### src/hdl/lcdiag_pkg.sv
// Constants and types for one line channel's diagnostic logic.
// Assumes a 40 MHz system clock and an APB register bus with 32-bit data.
package lcdiag_pkg;

	// ***************************************************************
	// Register map
	// ***************************************************************
	localparam int          APB_ADDR_W  = 12;              // Byte address width
	localparam logic [11:0] ADDR_CTRL   = 12'h000;         // Channel control
	localparam logic [11:0] ADDR_STATUS = 12'h004;         // Channel status
	localparam logic [7:0]  CTRL_RESET  = 8'h00;           // Control after reset

	// Control field positions
	localparam int CTRL_SEQ_EN     = 0;                    // Sequence mode enable
	localparam int CTRL_ERR_INSERT = 1;                    // Single error insert
	localparam int CTRL_REMOTE_SEL = 2;                    // Remote loop select
	localparam int CTRL_LOCAL_SEL  = 3;                    // Local loop select
	localparam int CTRL_ALL_ONES   = 4;                    // All-ones transmit
	localparam int CTRL_RATE_E3    = 5;                    // 1: E3, 0: DS3/STS-1
	localparam int CTRL_JA_TX      = 6;                    // Attenuator in tx path

	// Status field positions
	localparam int STAT_LOCK_LOST  = 0;                    // Checker out of lock
	localparam int STAT_HOST_MODE  = 1;                    // Host mode strap
	localparam int STAT_LOOP_LSB   = 2;                    // Active loop mode, 2 bits

	// ***************************************************************
	// Sequence generator and checker
	// ***************************************************************
	localparam int SEQ_LEN   = 23;                         // Longest register
	localparam int TAP_A_E3  = 22;                         // x^23 term
	localparam int TAP_B_E3  = 17;                         // x^18 term
	localparam int TAP_A_DS3 = 14;                         // x^15 term
	localparam int TAP_B_DS3 = 13;                         // x^14 term
	localparam logic [7:0] LOCK_GOOD_BITS = 8'h20;         // Good bits to lock
	localparam logic [7:0] LOSS_ERR_BITS  = 8'h04;         // Errors in a row to unlock

	// ***************************************************************
	// Pin synchroniser layout
	// ***************************************************************
	localparam int PIN_TX_CLK  = 0;                        // Transmit clock
	localparam int PIN_TX_POS  = 1;                        // Transmit positive data
	localparam int PIN_TX_NEG  = 2;                        // Transmit negative data
	localparam int PIN_RX_POS  = 3;                        // Receive line positive
	localparam int PIN_RX_NEG  = 4;                        // Receive line negative
	localparam int PIN_RX_CLK  = 5;                        // Clock recovery output
	localparam int PIN_HOST    = 6;                        // Host mode strap
	localparam int PIN_HW_RLB  = 7;                        // Hardware remote select
	localparam int PIN_HW_LLB  = 8;                        // Hardware local select
	localparam int PIN_HW_AONE = 9;                        // Hardware all-ones
	localparam int PIN_COUNT   = 10;                       // Synchronised pins

	// ***************************************************************
	// Loop modes, indexed by {remote select, local select}
	// ***************************************************************
	typedef enum logic [1:0] {LCD_NORMAL, LCD_ANALOG, LCD_DIGITAL, LCD_REMOTE} lcdiag_loop_t;
	localparam lcdiag_loop_t LOOP_TABLE [4] = '{LCD_NORMAL, LCD_ANALOG, LCD_REMOTE, LCD_DIGITAL};

endpackage

### src/hdl/lcdiag_channel.sv
// Diagnostic logic of one line channel: sequence generator and checker,
// three loopbacks and all-ones transmission, controlled over APB in host mode; loopbacks and all-ones by pins in hardware mode.
// Assumes line clocks and pins arrive asynchronously and are oversampled.
//
// Functional notes
// Sequence feature only in host mode
// Send 2^23-1 at E3, 2^15-1 otherwise
// Sequence enable also enables the checker
// Violation output low once in lock
// Out of lock: status bit set, output high
// Writing insert bit corrupts one bit
// Each detected error pulses one receive cycle
// New insertion needs insert bit 0 then 1
// Sequence mode forces single-rail data
// Three loopbacks, selected by pins or register
// Analog loop feeds transmit line to receiver
// Analog loop ignores receive line inputs
// Digital loop passes transmit clock and data
// Remote loop resends received data, receive timing
// Remote loop still outputs received data
// Transmit-path attenuator sits after remote loop
// Remote loop ignores transmit clock and data
// All-ones from pin or control bit
// All-ones is AMI at transmit clock rate
// No all-ones in analog or remote loop
// Loop select code decoded through a table
//
// Added by the designer: the register offsets and the APB register port.
`timescale 1ns/1ps

module lcdiag_channel
	import lcdiag_pkg::*;
(
	input  wire logic                  clk,                // 40 MHz system clock
	input  wire logic                  reset,              // Synchronous, active high
	input  wire logic                  psel,               // APB select
	input  wire logic                  penable,            // APB access phase
	input  wire logic                  pwrite,             // APB direction
	input  wire logic [APB_ADDR_W-1:0] paddr,              // APB byte address
	input  wire logic [31:0]           pwdata,             // APB write data
	output logic      [31:0]           prdata,             // APB read data
	output logic                       pready,             // APB ready
	output logic                       pslverr,            // APB error
	input  wire logic                  hostMode,           // Strap: 1 host, 0 hardware
	input  wire logic                  remoteLoopSelect,   // Hardware remote select pin
	input  wire logic                  localLoopSelect,    // Hardware local select pin
	input  wire logic                  allOnesSelect,      // Hardware all-ones pin
	input  wire logic                  txClockIn,          // Transmit clock from framer
	input  wire logic                  txPosDataIn,        // Transmit positive data
	input  wire logic                  txNegDataIn,        // Transmit negative data
	input  wire logic                  rxLinePos,          // Receive line positive
	input  wire logic                  rxLineNeg,          // Receive line negative
	input  wire logic                  rxCdrClock,         // Clock recovery output
	output logic                       txLinePos,          // Transmit line positive
	output logic                       txLineNeg,          // Transmit line negative
	output logic                       recoveredClock,     // Receive clock to framer
	output logic                       rxPosDataOut,       // Receive positive data
	output logic                       rxNegViolationOut   // Receive negative / violation
);

	// ***************************************************************
	// Pin synchronisers and edge detection
	// ***************************************************************
	logic [PIN_COUNT-1:0] pinMeta_reg;                     // First stage, read by second only
	logic [PIN_COUNT-1:0] pinSync_reg;                     // Second stage, used by logic
	logic                 txClkPrev_reg;                   // Last transmit clock level
	logic                 rxClkPrev_reg;                   // Last receive clock level

	// Two-flop capture of every asynchronous pin
	always_ff @(posedge clk)
	begin
		if (reset)
		begin
			pinMeta_reg <= '0;
			pinSync_reg <= '0;
		end
		else
		begin
			// Bit order follows the pin index constants, top bit first
			pinMeta_reg <= {allOnesSelect, localLoopSelect, remoteLoopSelect, hostMode,
				rxCdrClock, rxLineNeg, rxLinePos, txNegDataIn, txPosDataIn, txClockIn};
			pinSync_reg <= pinMeta_reg;
		end
	end

	logic         hostS;                                   // Host mode after sync
	logic         txClkS;                                  // Transmit clock after sync
	logic         rxClkSel;                                // Receive clock in use
	logic         txEdge;                                  // Rising transmit clock
	logic         rxStrobe;                                // Rising receive clock
	logic [7:0]   ctrl_reg;                                // Control register
	logic [1:0]   loopCode;                                // {remote, local} select
	lcdiag_loop_t loopMode;                                // Decoded loop mode
	logic         seqActive;                               // Sequence mode in force
	logic         allOnesActive;                           // All-ones in force
	logic         rateE3;                                  // Long sequence select

	assign hostS  = pinSync_reg[PIN_HOST];
	assign txClkS = pinSync_reg[PIN_TX_CLK];
	assign txEdge = txClkS & ~txClkPrev_reg;

	// pins in hardware mode, bits in host mode
	assign loopCode = hostS ? {ctrl_reg[CTRL_REMOTE_SEL], ctrl_reg[CTRL_LOCAL_SEL]}
	                        : {pinSync_reg[PIN_HW_RLB], pinSync_reg[PIN_HW_LLB]};
	// code to mode table
	assign loopMode = LOOP_TABLE[loopCode];
	// digital loop takes its receive clock from transmit clock
	assign rxClkSel = (loopMode == LCD_DIGITAL) ? txClkS : pinSync_reg[PIN_RX_CLK];
	assign rxStrobe = rxClkSel & ~rxClkPrev_reg;
	// sequence mode needs host mode
	assign seqActive = hostS & ctrl_reg[CTRL_SEQ_EN];
	assign rateE3    = ctrl_reg[CTRL_RATE_E3];
	// all-ones from pin or control bit
	// suppressed in analog and remote loop
	assign allOnesActive = (hostS ? ctrl_reg[CTRL_ALL_ONES] : pinSync_reg[PIN_HW_AONE]) &
		(loopMode != LCD_ANALOG) & (loopMode != LCD_REMOTE);

	// Previous clock levels for edge detection
	always_ff @(posedge clk)
	begin
		if (reset)
		begin
			txClkPrev_reg <= 1'b0;
			rxClkPrev_reg <= 1'b0;
		end
		else
		begin
			txClkPrev_reg <= txClkS;
			rxClkPrev_reg <= rxClkSel;
		end
	end

	// ***************************************************************
	// APB slave
	// ***************************************************************
	logic apbAccess;                                       // Access phase, answer cycle
	logic addrHit;                                         // Mapped address
	logic insertPending_reg;                               // Error awaiting a transmit bit
	logic locked_reg;                                      // Checker in lock

	assign apbAccess = psel & penable & pready;
	assign addrHit   = (paddr == ADDR_CTRL) | (paddr == ADDR_STATUS);

	// One wait state, then ready for one cycle
	always_ff @(posedge clk)
	begin
		if (reset)
		begin
			pready  <= 1'b0;
			pslverr <= 1'b0;
			prdata  <= '0;
		end
		else
		begin
			pready  <= psel & penable & ~pready;
			pslverr <= psel & penable & ~pready & ~addrHit;
			if (psel & penable & ~pready & ~pwrite)
			begin
				// Read data loaded alongside ready
				if (paddr == ADDR_CTRL)
					prdata <= {24'h000000, ctrl_reg};
				else if (paddr == ADDR_STATUS)
					prdata <= {28'h0000000, loopMode, hostS, ~locked_reg};
				else
					prdata <= '0;
			end
		end
	end

	// Control register written at the completing edge
	always_ff @(posedge clk)
	begin
		if (reset)
			ctrl_reg <= CTRL_RESET;
		else if (apbAccess & pwrite & (paddr == ADDR_CTRL))
			ctrl_reg <= pwdata[7:0];
	end

	logic insertRise;                                      // Insert bit goes 0 to 1
	// only a fresh 0-to-1 write arms an insertion
	assign insertRise = apbAccess & pwrite & (paddr == ADDR_CTRL) &
		pwdata[CTRL_ERR_INSERT] & ~ctrl_reg[CTRL_ERR_INSERT];

	// ***************************************************************
	// Transmit path
	// ***************************************************************
	logic                txBitStrobe;                      // Transmit bit time
	logic [SEQ_LEN-1:0]  gen_reg;                          // Generator state
	logic                genBit;                           // Next sequence bit
	logic                markPol_reg;                      // AMI polarity of next mark
	logic                rxPosCap_reg;                     // Last received positive
	logic                rxNegCap_reg;                     // Last received negative

	// remote loop uses receive timing
	// transmit clock ignored in remote loop
	assign txBitStrobe = (loopMode == LCD_REMOTE) ? rxStrobe : txEdge;
	// tap choice sets 2^23-1 or 2^15-1
	assign genBit = rateE3 ? (gen_reg[TAP_A_E3] ^ gen_reg[TAP_B_E3])
	                       : (gen_reg[TAP_A_DS3] ^ gen_reg[TAP_B_DS3]);

	// Error insertion request, consumed by one sequence bit
	always_ff @(posedge clk)
	begin
		if (reset)
			insertPending_reg <= 1'b0;
		else if (insertRise & seqActive)
			insertPending_reg <= 1'b1;          // Set wins over consumption
		else if (~seqActive | txBitStrobe)
			insertPending_reg <= 1'b0;
	end

	// Generator steps once per transmit bit
	always_ff @(posedge clk)
	begin
		if (reset | ~seqActive)
			gen_reg <= {SEQ_LEN{1'b1}};
		else if (txBitStrobe)
			gen_reg <= {gen_reg[SEQ_LEN-2:0], genBit};
	end

	// Line output selection per bit time
	always_ff @(posedge clk)
	begin
		if (reset)
		begin
			txLinePos   <= 1'b0;
			txLineNeg   <= 1'b0;
			markPol_reg <= 1'b0;
		end
		else if (txBitStrobe)
		begin
			if (loopMode == LCD_REMOTE)
			begin
				// received data resent to the line
				// attenuator effect is outside; data order kept
				txLinePos <= rxPosCap_reg;
				txLineNeg <= rxNegCap_reg;
			end
			else if (allOnesActive)
			begin
				// every bit a mark, alternating polarity
				txLinePos   <= ~markPol_reg;
				txLineNeg   <= markPol_reg;
				markPol_reg <= ~markPol_reg;
			end
			else if (seqActive)
			begin
				// one bit inverted when armed
				// single-rail bit, AMI on the line
				txLinePos   <= (genBit ^ insertPending_reg) & ~markPol_reg;
				txLineNeg   <= (genBit ^ insertPending_reg) & markPol_reg;
				markPol_reg <= markPol_reg ^ genBit ^ insertPending_reg;
			end
			else
			begin
				// Normal data from framer
				txLinePos <= pinSync_reg[PIN_TX_POS];
				txLineNeg <= pinSync_reg[PIN_TX_NEG];
			end
		end
	end

	// ***************************************************************
	// Receive path and checker
	// ***************************************************************
	logic               rxPosSrc;                          // Receive positive source
	logic               rxNegSrc;                          // Receive negative source
	logic               rxBit;                             // Single-rail receive bit
	logic [SEQ_LEN-1:0] hist_reg;                          // Received history
	logic               predBit;                           // Expected receive bit
	logic               errBit;                            // Detected bit error
	logic [7:0]         goodRun_reg;                       // Good bits while hunting
	logic [7:0]         badRun_reg;                        // Errors in a row while locked

	// Receive source per loop mode
	always_comb
	begin
		case (loopMode)
			LCD_ANALOG:
			begin
				// own transmit line into the receiver
				// receive line inputs not used
				rxPosSrc = txLinePos;
				rxNegSrc = txLineNeg;
			end
			LCD_DIGITAL:
			begin
				// framer data straight back
				rxPosSrc = pinSync_reg[PIN_TX_POS];
				rxNegSrc = pinSync_reg[PIN_TX_NEG];
			end
			default:
			begin
				rxPosSrc = pinSync_reg[PIN_RX_POS];
				rxNegSrc = pinSync_reg[PIN_RX_NEG];
			end
		endcase
	end

	assign rxBit   = rxPosSrc | rxNegSrc;
	assign predBit = rateE3 ? (hist_reg[TAP_A_E3] ^ hist_reg[TAP_B_E3])
	                        : (hist_reg[TAP_A_DS3] ^ hist_reg[TAP_B_DS3]);
	assign errBit  = rxBit ^ predBit;

	// Capture and deliver receive data, one bit per receive clock
	always_ff @(posedge clk)
	begin
		if (reset)
		begin
			rxPosCap_reg      <= 1'b0;
			rxNegCap_reg      <= 1'b0;
			rxPosDataOut      <= 1'b0;
			rxNegViolationOut <= 1'b0;
			recoveredClock    <= 1'b0;
		end
		else
		begin
			recoveredClock <= rxClkSel;
			if (rxStrobe)
			begin
				rxPosCap_reg <= rxPosSrc;
				rxNegCap_reg <= rxNegSrc;
				if (seqActive)
				begin
					// single-rail data on positive output
					// high while out of lock
					// high one receive cycle per error
					rxPosDataOut      <= rxBit;
					rxNegViolationOut <= ~locked_reg | errBit;
				end
				else
				begin
					// received data delivered in every loop
					rxPosDataOut      <= rxPosSrc;
					rxNegViolationOut <= rxNegSrc;
				end
			end
		end
	end

	// checker runs exactly when the generator does
	always_ff @(posedge clk)
	begin
		if (reset | ~seqActive)
		begin
			hist_reg    <= '0;
			goodRun_reg <= '0;
			badRun_reg  <= '0;
			locked_reg  <= 1'b0;
		end
		else if (rxStrobe)
		begin
			hist_reg <= {hist_reg[SEQ_LEN-2:0], rxBit};
			if (~locked_reg)
			begin
				// lock after a run of good bits
				goodRun_reg <= errBit ? 8'h00 : goodRun_reg + 8'h01;
				locked_reg  <= ~errBit & (goodRun_reg == LOCK_GOOD_BITS - 8'h01);
				badRun_reg  <= '0;
			end
			else
			begin
				// Lock lost after errors in a row
				badRun_reg  <= errBit ? badRun_reg + 8'h01 : 8'h00;
				locked_reg  <= ~(errBit & (badRun_reg == LOSS_ERR_BITS - 8'h01));
				goodRun_reg <= '0;
			end
		end
	end

	// ***************************************************************
	// Assertions
	// ***************************************************************
	AST_HW_NO_SEQ:
		assert property (@(posedge clk) disable iff (reset) !hostS |-> !seqActive)
		else $error("sequence mode active in hardware mode");

	AST_SEQ_TAPS:
		assert property (@(posedge clk) disable iff (reset)
			seqActive && txBitStrobe && loopMode != LCD_REMOTE && !allOnesActive
			&& !insertPending_reg |=> (txLinePos | txLineNeg) == $past(genBit))
		else $error("transmitted bit differs from sequence");

	AST_CHECK_OFF:
		assert property (@(posedge clk) disable iff (reset)
			!seqActive |=> !locked_reg && goodRun_reg == 8'h00)
		else $error("checker running without sequence mode");

	AST_LOCK_LOW:
		assert property (@(posedge clk) disable iff (reset)
			seqActive && locked_reg && rxStrobe && !errBit |=> !rxNegViolationOut)
		else $error("violation output high while locked and clean");

	AST_UNLOCK_HIGH:
		assert property (@(posedge clk) disable iff (reset)
			seqActive && !locked_reg && rxStrobe |=> rxNegViolationOut)
		else $error("violation output low while out of lock");

	AST_INSERT_ONCE:
		assert property (@(posedge clk) disable iff (reset)
			insertPending_reg && txBitStrobe && !insertRise |=> !insertPending_reg)
		else $error("inserted error not consumed by one bit");

	AST_ERR_PULSE:
		assert property (@(posedge clk) disable iff (reset)
			seqActive && locked_reg && rxStrobe && errBit
			|=> rxNegViolationOut throughout (!rxStrobe [*2]))
		else $error("error pulse shorter than a receive cycle");

	AST_NO_REARM:
		assert property (@(posedge clk) disable iff (reset)
			!insertPending_reg && ctrl_reg[CTRL_ERR_INSERT] && !(apbAccess && pwrite)
			|=> !insertPending_reg)
		else $error("insertion armed without a new rising write");

	AST_ANALOG_FEED:
		assert property (@(posedge clk) disable iff (reset)
			loopMode == LCD_ANALOG && rxStrobe && !seqActive
			|=> rxPosDataOut == $past(txLinePos) && rxNegViolationOut == $past(txLineNeg))
		else $error("analog loop did not feed transmit line back");

	AST_DIGITAL_PASS:
		assert property (@(posedge clk) disable iff (reset)
			loopMode == LCD_DIGITAL && rxStrobe && !seqActive
			|=> rxPosDataOut == $past(pinSync_reg[PIN_TX_POS]))
		else $error("digital loop did not pass transmit data");

	AST_REMOTE_RESEND:
		assert property (@(posedge clk) disable iff (reset)
			loopMode == LCD_REMOTE && rxStrobe
			|=> txLinePos == $past(rxPosCap_reg) && txLineNeg == $past(rxNegCap_reg))
		else $error("remote loop did not resend received data");

	AST_ONES_AMI:
		assert property (@(posedge clk) disable iff (reset)
			allOnesActive && txBitStrobe |=> txLinePos != txLineNeg)
		else $error("all-ones did not send a mark");

	AST_ONES_BLOCKED:
		assert property (@(posedge clk) disable iff (reset)
			loopMode == LCD_ANALOG || loopMode == LCD_REMOTE |-> !allOnesActive)
		else $error("all-ones active in analog or remote loop");

endmodule // lcdiag_channel

### config.mk
export PLATFORM = sky130hd
export DESIGN_NAME = lcdiag_channel
export DESIGN_NICKNAME = d
export VERILOG_FILES = /design/src/hdl/lcdiag_pkg.sv /design/src/hdl/lcdiag_channel.sv
export SDC_FILE = /design/constraint.sdc
export NUM_CORES = 1
export LEC_CHECK = 0
export ABC_AREA = 1
export ABC_CLOCK_PERIOD_IN_PS = 2700
export BUFFER_PORTS_ARGS = -buffer_cell sky130_fd_sc_hd__buf_4
export CAP_MARGIN = 10
export CELL_PAD_IN_SITES_DETAIL_PLACEMENT = 1
export CELL_PAD_IN_SITES_GLOBAL_PLACEMENT = 2
export CORE_UTILIZATION = 30
export DETAILED_ROUTE_END_ITERATION = 12
export HOLD_SLACK_MARGIN = 0.03
export PLACE_DENSITY = 0.87
export SYNTH_ARGS = -nofsm -noshare
export SYNTH_HDL_FRONTEND = slang
export SYNTH_SLANG_ARGS = --single-unit
### constraint.sdc
create_clock -name clk -period 2.7 [get_ports clk]
set_clock_uncertainty 0.1 [all_clocks]
set_input_delay 0.405 -clock clk [delete_from_list [all_inputs] [get_ports clk]]
set_output_delay 0.405 -clock clk [all_outputs]
set_load 0.01 [all_outputs]
==> metrics list, run 1 <==
* Power consumption: between 3 and 4 mW
* RSZ-0062 raised after global routing: false
- Warnings, synthesis: 0
- Sequential fraction of the synthesis area: between 40% and 50%
- Proportion of power drawn by flip-flops and latches: approximately half
- For this block, the initial DRC count from the detailed router was 102.
- Count of TritonRoute iterations in the first routing pass: 4
- Counting instances, the worst hold path has a depth of 3.
* Most numerous cell in the Yosys netlist: sky130_fd_sc_hd__dfxtp_1
- Share of the core filled with cells in the final layout: 36.1%
- Portion of synthesized cell area occupied by the leading cell type: 48.0%
* Max Transition Viols Final: 0
- Biggest fanout along the worst timing path: 11
- The signal on the critical path passes through nand2_1 -> o21ai_1 -> inv_1 -> ha_1 -> nand2_1 -> o21ai_2 -> nor2_4 -> nand2_1 -> nand2_2 -> clkinvlp_4 -> buf_4 -> a21oi_1 -> nor2_1.
* Count of antenna diodes in the layout: 0
* Worst setup path class: register to register
- Total net switching power: just over 0.7 mW
* Final setup violation count: 0
- The number of global-route vias before repair is ~3700.
- Instance count on the critical path: 13
- The routed layout has 3836 vias.
- For met1 alone, demand over resource in global routing was 15.7%.
* Number of top-level pins: approximately 100
- FF-to-FF setup slack: 0.27 ns
- Synth area leaders: sky130_fd_sc_hd__dfxtp_1, sky130_fd_sc_hd__nand2_1, sky130_fd_sc_hd__nor2_1
- The internal portion of the total power is 2.52 mW.
- Initial antenna violation count: 0
- Primary FF master, synth: sky130_fd_sc_hd__dfxtp_1
- Clock Latency Late Sink: 0.35 ns
* Worst-margin pin slew: 0.520 ns
* Count of unique library cells instantiated by Yosys: 35
* Area of the die: 15900 um^2
* Depth of the CTS H-tree: 3
- Slowest cell on the critical path: sky130_fd_sc_hd__dfxtp_2
- On the worst path, the slowest cell contributes a delay of 0.40 ns.
* Wire length of the first global-routing pass: 17.1 mm
- The run finished with clean final reports.
- Pwr/cell area: 595 nW/um^2
* Clk pwr share: about two fifths
- Headroom to the max-slew limit came out at 65.3%.
- Sort of element at the end of the critical path: register
- The multi-input combinational cells in the finished layout cover a total of between 1500 and 2000 um^2.
- Combinational share of power: roughly 7.4%
- HPWL after DPL: roughly 7.3 mm
- CP Launch Type: register
- Site Rows: between 40 and 50
* Number of remaining DRC errors: 0
- Based on the critical path, the design can be clocked at up to 0.411 GHz.
- Number of sinks handled by clock tree synthesis: 111
* Global Route met2 Usage: 23.2%
- Buffers from clock root to sink, at most: 2
* Setup TNS: 0 ns
- GP Congestion: 0.763
- Number of enable-type register cells in the synthesized netlist: 0
- The routed design could run at a clock period as short as about 2.4 ns.
- Number of cell instances on the worst register-to-register path: 13
- Worst min-delay path endpoint: pinMeta_reg[6]$_SDFF_PP0_
- Counting both buffers and inverters, the worst setup path holds a total of 3.
- TritonCTS created 9 clock buffers.
* Worst hold path class: input port to register
* Placeable core area: ~15000 um^2
- Synthesized area divided by synthesized cell count: 7.59 um^2
* Routed WL: roughly 10 mm
* Crit path max-delay family: simple AND/OR/NAND/NOR gates
- Final clock period utilization by the worst path: 90.1%
* Crit Reg-Reg Endpoint: insertPending_reg$_SDFFE_PP0P_
- Leakage dissipation: around 2.5 nW
- Across the run, the number of max-cap violations was 0.
* Starting density of the core: between 30 and 40%
- Worst supply voltage drop on vdd: around 0.30 mV
- After synthesis the cells add up to 4630 um^2.
- Largest net degree at the start of global routing: 37
- TritonCTS clock tree: yes
- After the last flow step, the layout net total stands at 724.
- Dividing the detail-routed wire length by the instance count gives around 12 um.
* Grt peak-use layer: met2
- From synthesis to final layout, the design area changed by 18.0%.
- Number of instances in the synthesized netlist: 610
- Via/cell ratio: 4.51
* Hold-fix buffers at CTS: 0
* Die width: approximately 130 um
- Summed over all layers, the global routing overflow is 0.
- Min-delay src: hostMode
* Reg area: 2220 um^2
- Tightest hold margin: 0.159 ns
- Die Span Y: 126 um
- Ranking of synthesized cells by instance count: sky130_fd_sc_hd__dfxtp_1, sky130_fd_sc_hd__nand2_1, sky130_fd_sc_hd__nor2_1
- The worst register-to-register path begins at pinSync_reg[6]$_SDFF_PP0_.
- The cell sitting at the root of the clock tree is a sky130_fd_sc_hd__clkbuf_16.
- Buffers added on ports: 49
- Global-route met3 utilization: 1.61%
* GRT Overall Usage: 13.2%
- Post-synthesis cell type with the largest combined area: sky130_fd_sc_hd__dfxtp_1
- Share of flip-flops with an asynchronous set or reset after synthesis: 0%
* # fillers: 1835
- Among the stages of the critical path, the cell type that occurs most often is sky130_fd_sc_hd__nand2_1.
* Hold Violations, Final: 0
- The count of nets left with antenna violations once routing finished came out at 0.
* Clock transition at the register clock pins on the worst setup and hold paths after CTS: 0.07 ns
- The post-route netlist has 14.8% of its cells at a drive strength greater than 1.
- Required time worst endpoint: 2.83 ns
* Switching fraction of total power: between 20% and 30%
- After synthesis the netlist holds a flip-flop and latch count of 111.
- Worst path arrival time: 2.57 ns
[layout by cell type (no fill, tap or decap), types with 3 or more instances in the layout]
master / count
sky130_fd_sc_hd__dfxtp_1: 110
sky130_fd_sc_hd__nand2_1: 108
sky130_fd_sc_hd__nor2_1: 93
sky130_fd_sc_hd__inv_1: 69
sky130_fd_sc_hd__buf_4: 57
sky130_fd_sc_hd__o21ai_0: 49
sky130_fd_sc_hd__nand3_1: 42
sky130_fd_sc_hd__a21oi_1: 34
sky130_fd_sc_hd__conb_1: 24
sky130_fd_sc_hd__xor2_1: 9
sky130_fd_sc_hd__clkbuf_16: 9
sky130_fd_sc_hd__ha_1: 6
sky130_fd_sc_hd__o211ai_1: 5
sky130_fd_sc_hd__nor2_4: 4
sky130_fd_sc_hd__nand2_2: 4
sky130_fd_sc_hd__clkinvlp_4: 4
sky130_fd_sc_hd__o221ai_1: 3
sky130_fd_sc_hd__nand4_1: 3
[layer usage]
| metal | wire [um] | vias to the layer above |
|---|---|---|
| li1 | - | 1965 |
| met1 | 4700 | 1804 |
| met2 | 5120 | 55 |
| met3 | 228 | 12 |
| met4 | 196 | 0 |
| met5 | 0 | - |
[power groups by stage]
| stage | sequential, mW | combinational (mW) | clock, mW |
|---|---|---|---|
| after floorplan | 1.71 | 0.162 | 0 |
| after global placement | 1.71 | 0.220 | 0 |
| after detailed placement | 1.71 | 0.228 | 0 |
| after CTS | 1.68 | 0.230 | 1.37 |
| after global routing | 1.68 | 0.270 | 1.43 |
| final | 1.68 | 0.239 | 1.33 |
[kinds of logic (layout without fill, tap and decap cells)]
group / after synthesis / count (layout) / synth area share (%)
simple gates: 264 / 264 / 24.4
mux: 1 / 1 / 0.216
xor+xnor: 11 / 11 / 2.08
fa+ha+maj: 6 / 6 / 1.62
compound gates: 98 / 98 / 11.5
buf+inv: 118 / 148 / 12.1
flops: 111 / 111 / 48.0
other cells: 1 / 24 / 0.0810
[tightest hold or removal path: stages]
cell	delay, ns
sky130_fd_sc_hd__buf_4	0.07
sky130_fd_sc_hd__inv_1	0.03
sky130_fd_sc_hd__nor2_1	0.06
[repair_timing]
item | 4_1_cts | 5_1_grt
setup buffers | 0 | 6
setup endpoints to repair | 2 | 24
pin swaps | 0 | 0
resized for setup | 3 | 5
cloned | 0 | 1
[worst max-delay path by stage]
stage / startpoint / endpoint / slack, ns
final: pinSync_reg[6]$_SDFF_PP0_ / insertPending_reg$_SDFFE_PP0P_ / 0.27
after global routing: pinSync_reg[6]$_SDFF_PP0_ / badRun_reg[7]$_SDFFE_PP0P_ / 0.03
after CTS: pinSync_reg[6]$_SDFF_PP0_ / insertPending_reg$_SDFFE_PP0P_ / 0.01
after detailed placement: pinSync_reg[6]$_SDFF_PP0_ / gen_reg[8]$_SDFFE_PP1P_ / 0.007
after global placement: pinSync_reg[6]$_SDFF_PP0_ / insertPending_reg$_SDFFE_PP0P_ / 0.13
after floorplan: pinSync_reg[6]$_SDFF_PP0_ / goodRun_reg[0]$_SDFFE_PP0P_ / 0.60
[area by class of cell]
class	instances	share of cell area [%]
clock buffer	12	4.70
clock inverter	3	0.779
inverter	72	5.09
multi-input combinational	404	35.5
sequential	111	40.7
tap	188	4.31
timing repair buffer	60	8.78
timing repair inverter	1	0.137
[metrics by stage]
step           setup WS, ns  cells  instance area (um^2)
2_1_floorplan         0.596    633                  4710
3_3_place_gp          0.126    829                  5090
3_5_place_dp        0.00741    829                  5090
4_1_cts              0.0139    844                  5400
5_1_grt              0.0328    851                  5460
6_report              0.267    851                  5460
No activity file was read; power rests on OpenSTA's default activity.
==> inputs of run 2 (changes only) <==
--- a/config.mk
+++ b/config.mk
@@ -15,6 +15,7 @@
 export DETAILED_ROUTE_END_ITERATION = 12
 export HOLD_SLACK_MARGIN = 0.03
 export PLACE_DENSITY = 0.87
+export RECOVER_POWER = 100
 export SYNTH_ARGS = -nofsm -noshare
 export SYNTH_HDL_FRONTEND = slang
 export SYNTH_SLANG_ARGS = --single-unit
==> metrics list, run 2 (synthesis gave the netlist of run 1 again) <==
- Placeable core area: 15100 um^2 (unchanged)
* Wire length of the first global-routing pass: 17.1 mm (unchanged)
* Overflow left after global routing: 0 (unchanged)
- The detailed-placement wirelength estimate was 7.30 mm (unchanged).
- Proportion of power drawn by flip-flops and latches: 51.8% (+0.2 points)
- The max-cap check violation count is 0 (unchanged).
- The internal power was 2.51 mW (-0.47%).
- GRT Overall Usage: 13.2% (unchanged)
- Placed Cells incl. Taps: 829 (unchanged)
* Via/cell ratio: 4.50 (-0.16%)
- Clk pwr share: 41.2% (about the same)
* Number of remaining DRC errors: 0 (unchanged)
- The quantity of I/O buffers inserted on ports came to 49 (unchanged).
* Clock transition at the register clock pins on the worst setup and hold paths after CTS: 0.07 ns (about the same)
- Synth-to-Final Area Change: 16.3%
- The power after layout came to 3.24 mW (-0.39%).
* Buffer cell driving the clock tree root: sky130_fd_sc_hd__clkbuf_16
* Area of the die: 15900 um^2 (unchanged)
- The worst slack after detailed placement was 0.00741 ns (unchanged).
- The number of global-route vias before repair is 3727 (unchanged).
* Routed WL: 10.2 mm (-0.25%)
- The final worst setup slack was 0.226 ns (-0.0406 ns).
- The final hold slack is 0.159 ns (-0.000805 ns).
- Worst supply voltage drop on vdd: 0.299 mV (+0.13%)
- Pwr/cell area: 601 nW/um^2 (+1.0%)
- The top achievable clock speed is 0.404 GHz (-1.6%).
- Cell area after placement: 5090 um^2 (unchanged)
- The weighted congestion at the end of routability-driven global placement was 0.763 (unchanged).
- Sort of element at the end of the critical path: register
* Clock Latency Late Sink: 0.35 ns (about the same)
- Worst hold path class: input port to register
- The maximum number of pins on one net before global-route repair is 37 (unchanged).
- Biggest fanout along the worst timing path: 22 (+11)
- The number of fill cells in the layout was 1851 (+0.87%).
- The library cell used most frequently in the layout, excluding fill and tap cells, is sky130_fd_sc_hd__dfxtp_1.
* Worst path arrival time: 2.60 ns (+0.03 ns)
- Initial antenna violation count: 0 (unchanged)
- Count of TritonRoute iterations in the first routing pass: 4 (unchanged)
- TritonCTS built the clock tree.
* Buffers from clock root to sink, at most: 2 (unchanged)
- The post-route minimum period came to 2.47 ns (+0.0406 ns).
- The total number of nets in the final design was 724 (unchanged).
- The violation count after the first detailed-routing iteration came to 102 (unchanged).
- The number of hold buffers added after CTS is 0 (unchanged).
* Die Span Y: 126 um (unchanged)
* Combinational share of power: 7.0% (-0.4 points)
* Remaining number of nets flagged by the antenna check after routing: 0 (unchanged)
- Max Transition Viols Final: 0 (unchanged)
* Depth of the CTS H-tree: 3 (unchanged)
* Site Rows: 45 (unchanged)
- The post-route clock period utilization is 91.6% (+1.5 points).
* Proportion of layout cells with a drive suffix above 1: 12.1% (-2.7 points)
- Hold Violations, Final: 0 (unchanged)
* CP Launch Type: register
- Switching fraction of total power: 22.4% (+0.062 points)
- The number of primary I/O pins was 98 (unchanged).
- The die width came to 126 um (unchanged).
- The relative max-transition margin came to 3.33% (-62 points).
- Starting density of the core: 30.6% (unchanged)
- The number of antenna repair diodes came to 0 (unchanged).
* Required time worst endpoint: 2.82 ns (about the same)
* Share of the core filled with cells in the final layout: 35.5% (-0.51 points)
- The total via count after detailed routing came to 3830 (-0.16%).
- In the layout the commonest cells are sky130_fd_sc_hd__dfxtp_1, sky130_fd_sc_hd__nand2_1, sky130_fd_sc_hd__nor2_1.
- Final setup violation count: 0 (unchanged)
- Post-route cell area: 5380 um^2 (-1.4%)
* RSZ-0062 raised after global routing: false
- Number of buffers inserted during clock tree synthesis: 9 (unchanged)
- Drt wl/cell: 12.0 um (-0.25%)
* Number of sinks handled by clock tree synthesis: 111 (unchanged)
- Total net switching power: 0.724 mW (-0.11%)
* Setup TNS: 0 ns (unchanged)
- The worst setup path is of the register to register kind.
* Run status: finished clean
- The transition time at the pin with the least slew margin was 1.45 ns (+0.930 ns).
- The leakage power figure is 2.41 nW (-2.9%).
- Final std cells w/o fill: 851 (unchanged)
run 2: cell types whose count changed in the layout (fill, tap and decap cells not counted):
cell                       before  now
sky130_fd_sc_hd__inv_2          1    0
sky130_fd_sc_hd__clkbuf_4       0    4
sky130_fd_sc_hd__buf_4         57   37
sky130_fd_sc_hd__buf_12         2    1
sky130_fd_sc_hd__nor2_1        93   94
sky130_fd_sc_hd__inv_1         69   70
sky130_fd_sc_hd__clkbuf_2       0    1
sky130_fd_sc_hd__nor2_2         2    1
sky130_fd_sc_hd__clkbuf_1       1   17
run 2: power groups by stage:
stage	clock [mW]	sequential (mW)	combinational (mW)
after floorplan	0	1.71	0.162
after global placement	0	1.71	0.220
after detailed placement	0	1.71	0.228
after CTS	1.37	1.68	0.230
after global routing	1.43	1.68	0.257
final	1.33	1.68	0.227
run 2: final cells by class:
cell class,instances,area [um^2],share of cell area [%]
sequential,111,2220,41.3
clock buffer,12,256,4.77
timing repair inverter,1,7.51,0.139
clock inverter,3,42.5,0.790
multi-input combinational,404,1940,36.0
tap,188,235,4.37
timing repair buffer,60,404,7.51
inverter,72,278,5.16
run 2: per-layer routing:
layer  part of all wire, %  track usage (%)  vias to the layer above
met1                    46             15.7                     1797
li1                      -                -                     1964
met3                   2.3             1.61                       12
met4                   1.9             6.66                        0
met2                    50             23.2                       57
met5                     0                0                        -
run 2: worst max-delay path: stages, from the launching register on:
cell,delay (ns)
sky130_fd_sc_hd__dfxtp_2,0.40
sky130_fd_sc_hd__nand2_1,0.07
sky130_fd_sc_hd__o21ai_1,0.18
sky130_fd_sc_hd__inv_1,0.11
sky130_fd_sc_hd__ha_1,0.30
sky130_fd_sc_hd__nand2_1,0.11
sky130_fd_sc_hd__o21ai_2,0.08
sky130_fd_sc_hd__nor2_4,0.18
sky130_fd_sc_hd__clkinvlp_4,0.22
sky130_fd_sc_hd__clkbuf_4,0.30
sky130_fd_sc_hd__o21ai_0,0.23
sky130_fd_sc_hd__a21oi_1,0.07
run 2: final timing paths:
kind,cells after the start,start,to,slack (ns)
setup / recovery,11,pinSync_reg[6]$_SDFF_PP0_,hist_reg[8]$_SDFFE_PP0P_,0.23
hold / removal,3,hostMode,pinMeta_reg[6]$_SDFF_PP0_,0.16
setup reg to reg,11,pinSync_reg[6]$_SDFF_PP0_,hist_reg[8]$_SDFFE_PP0P_,0.23
hold reg to reg,2,pinMeta_reg[5]$_SDFF_PP0_,pinSync_reg[5]$_SDFF_PP0_,0.30
run 2: what timing repair did:
action / CTS / global route
cloned: 0 / 1
setup buffers: 0 / 6
setup endpoints to repair: 2 / 24
gates resized for setup: 3 / 5
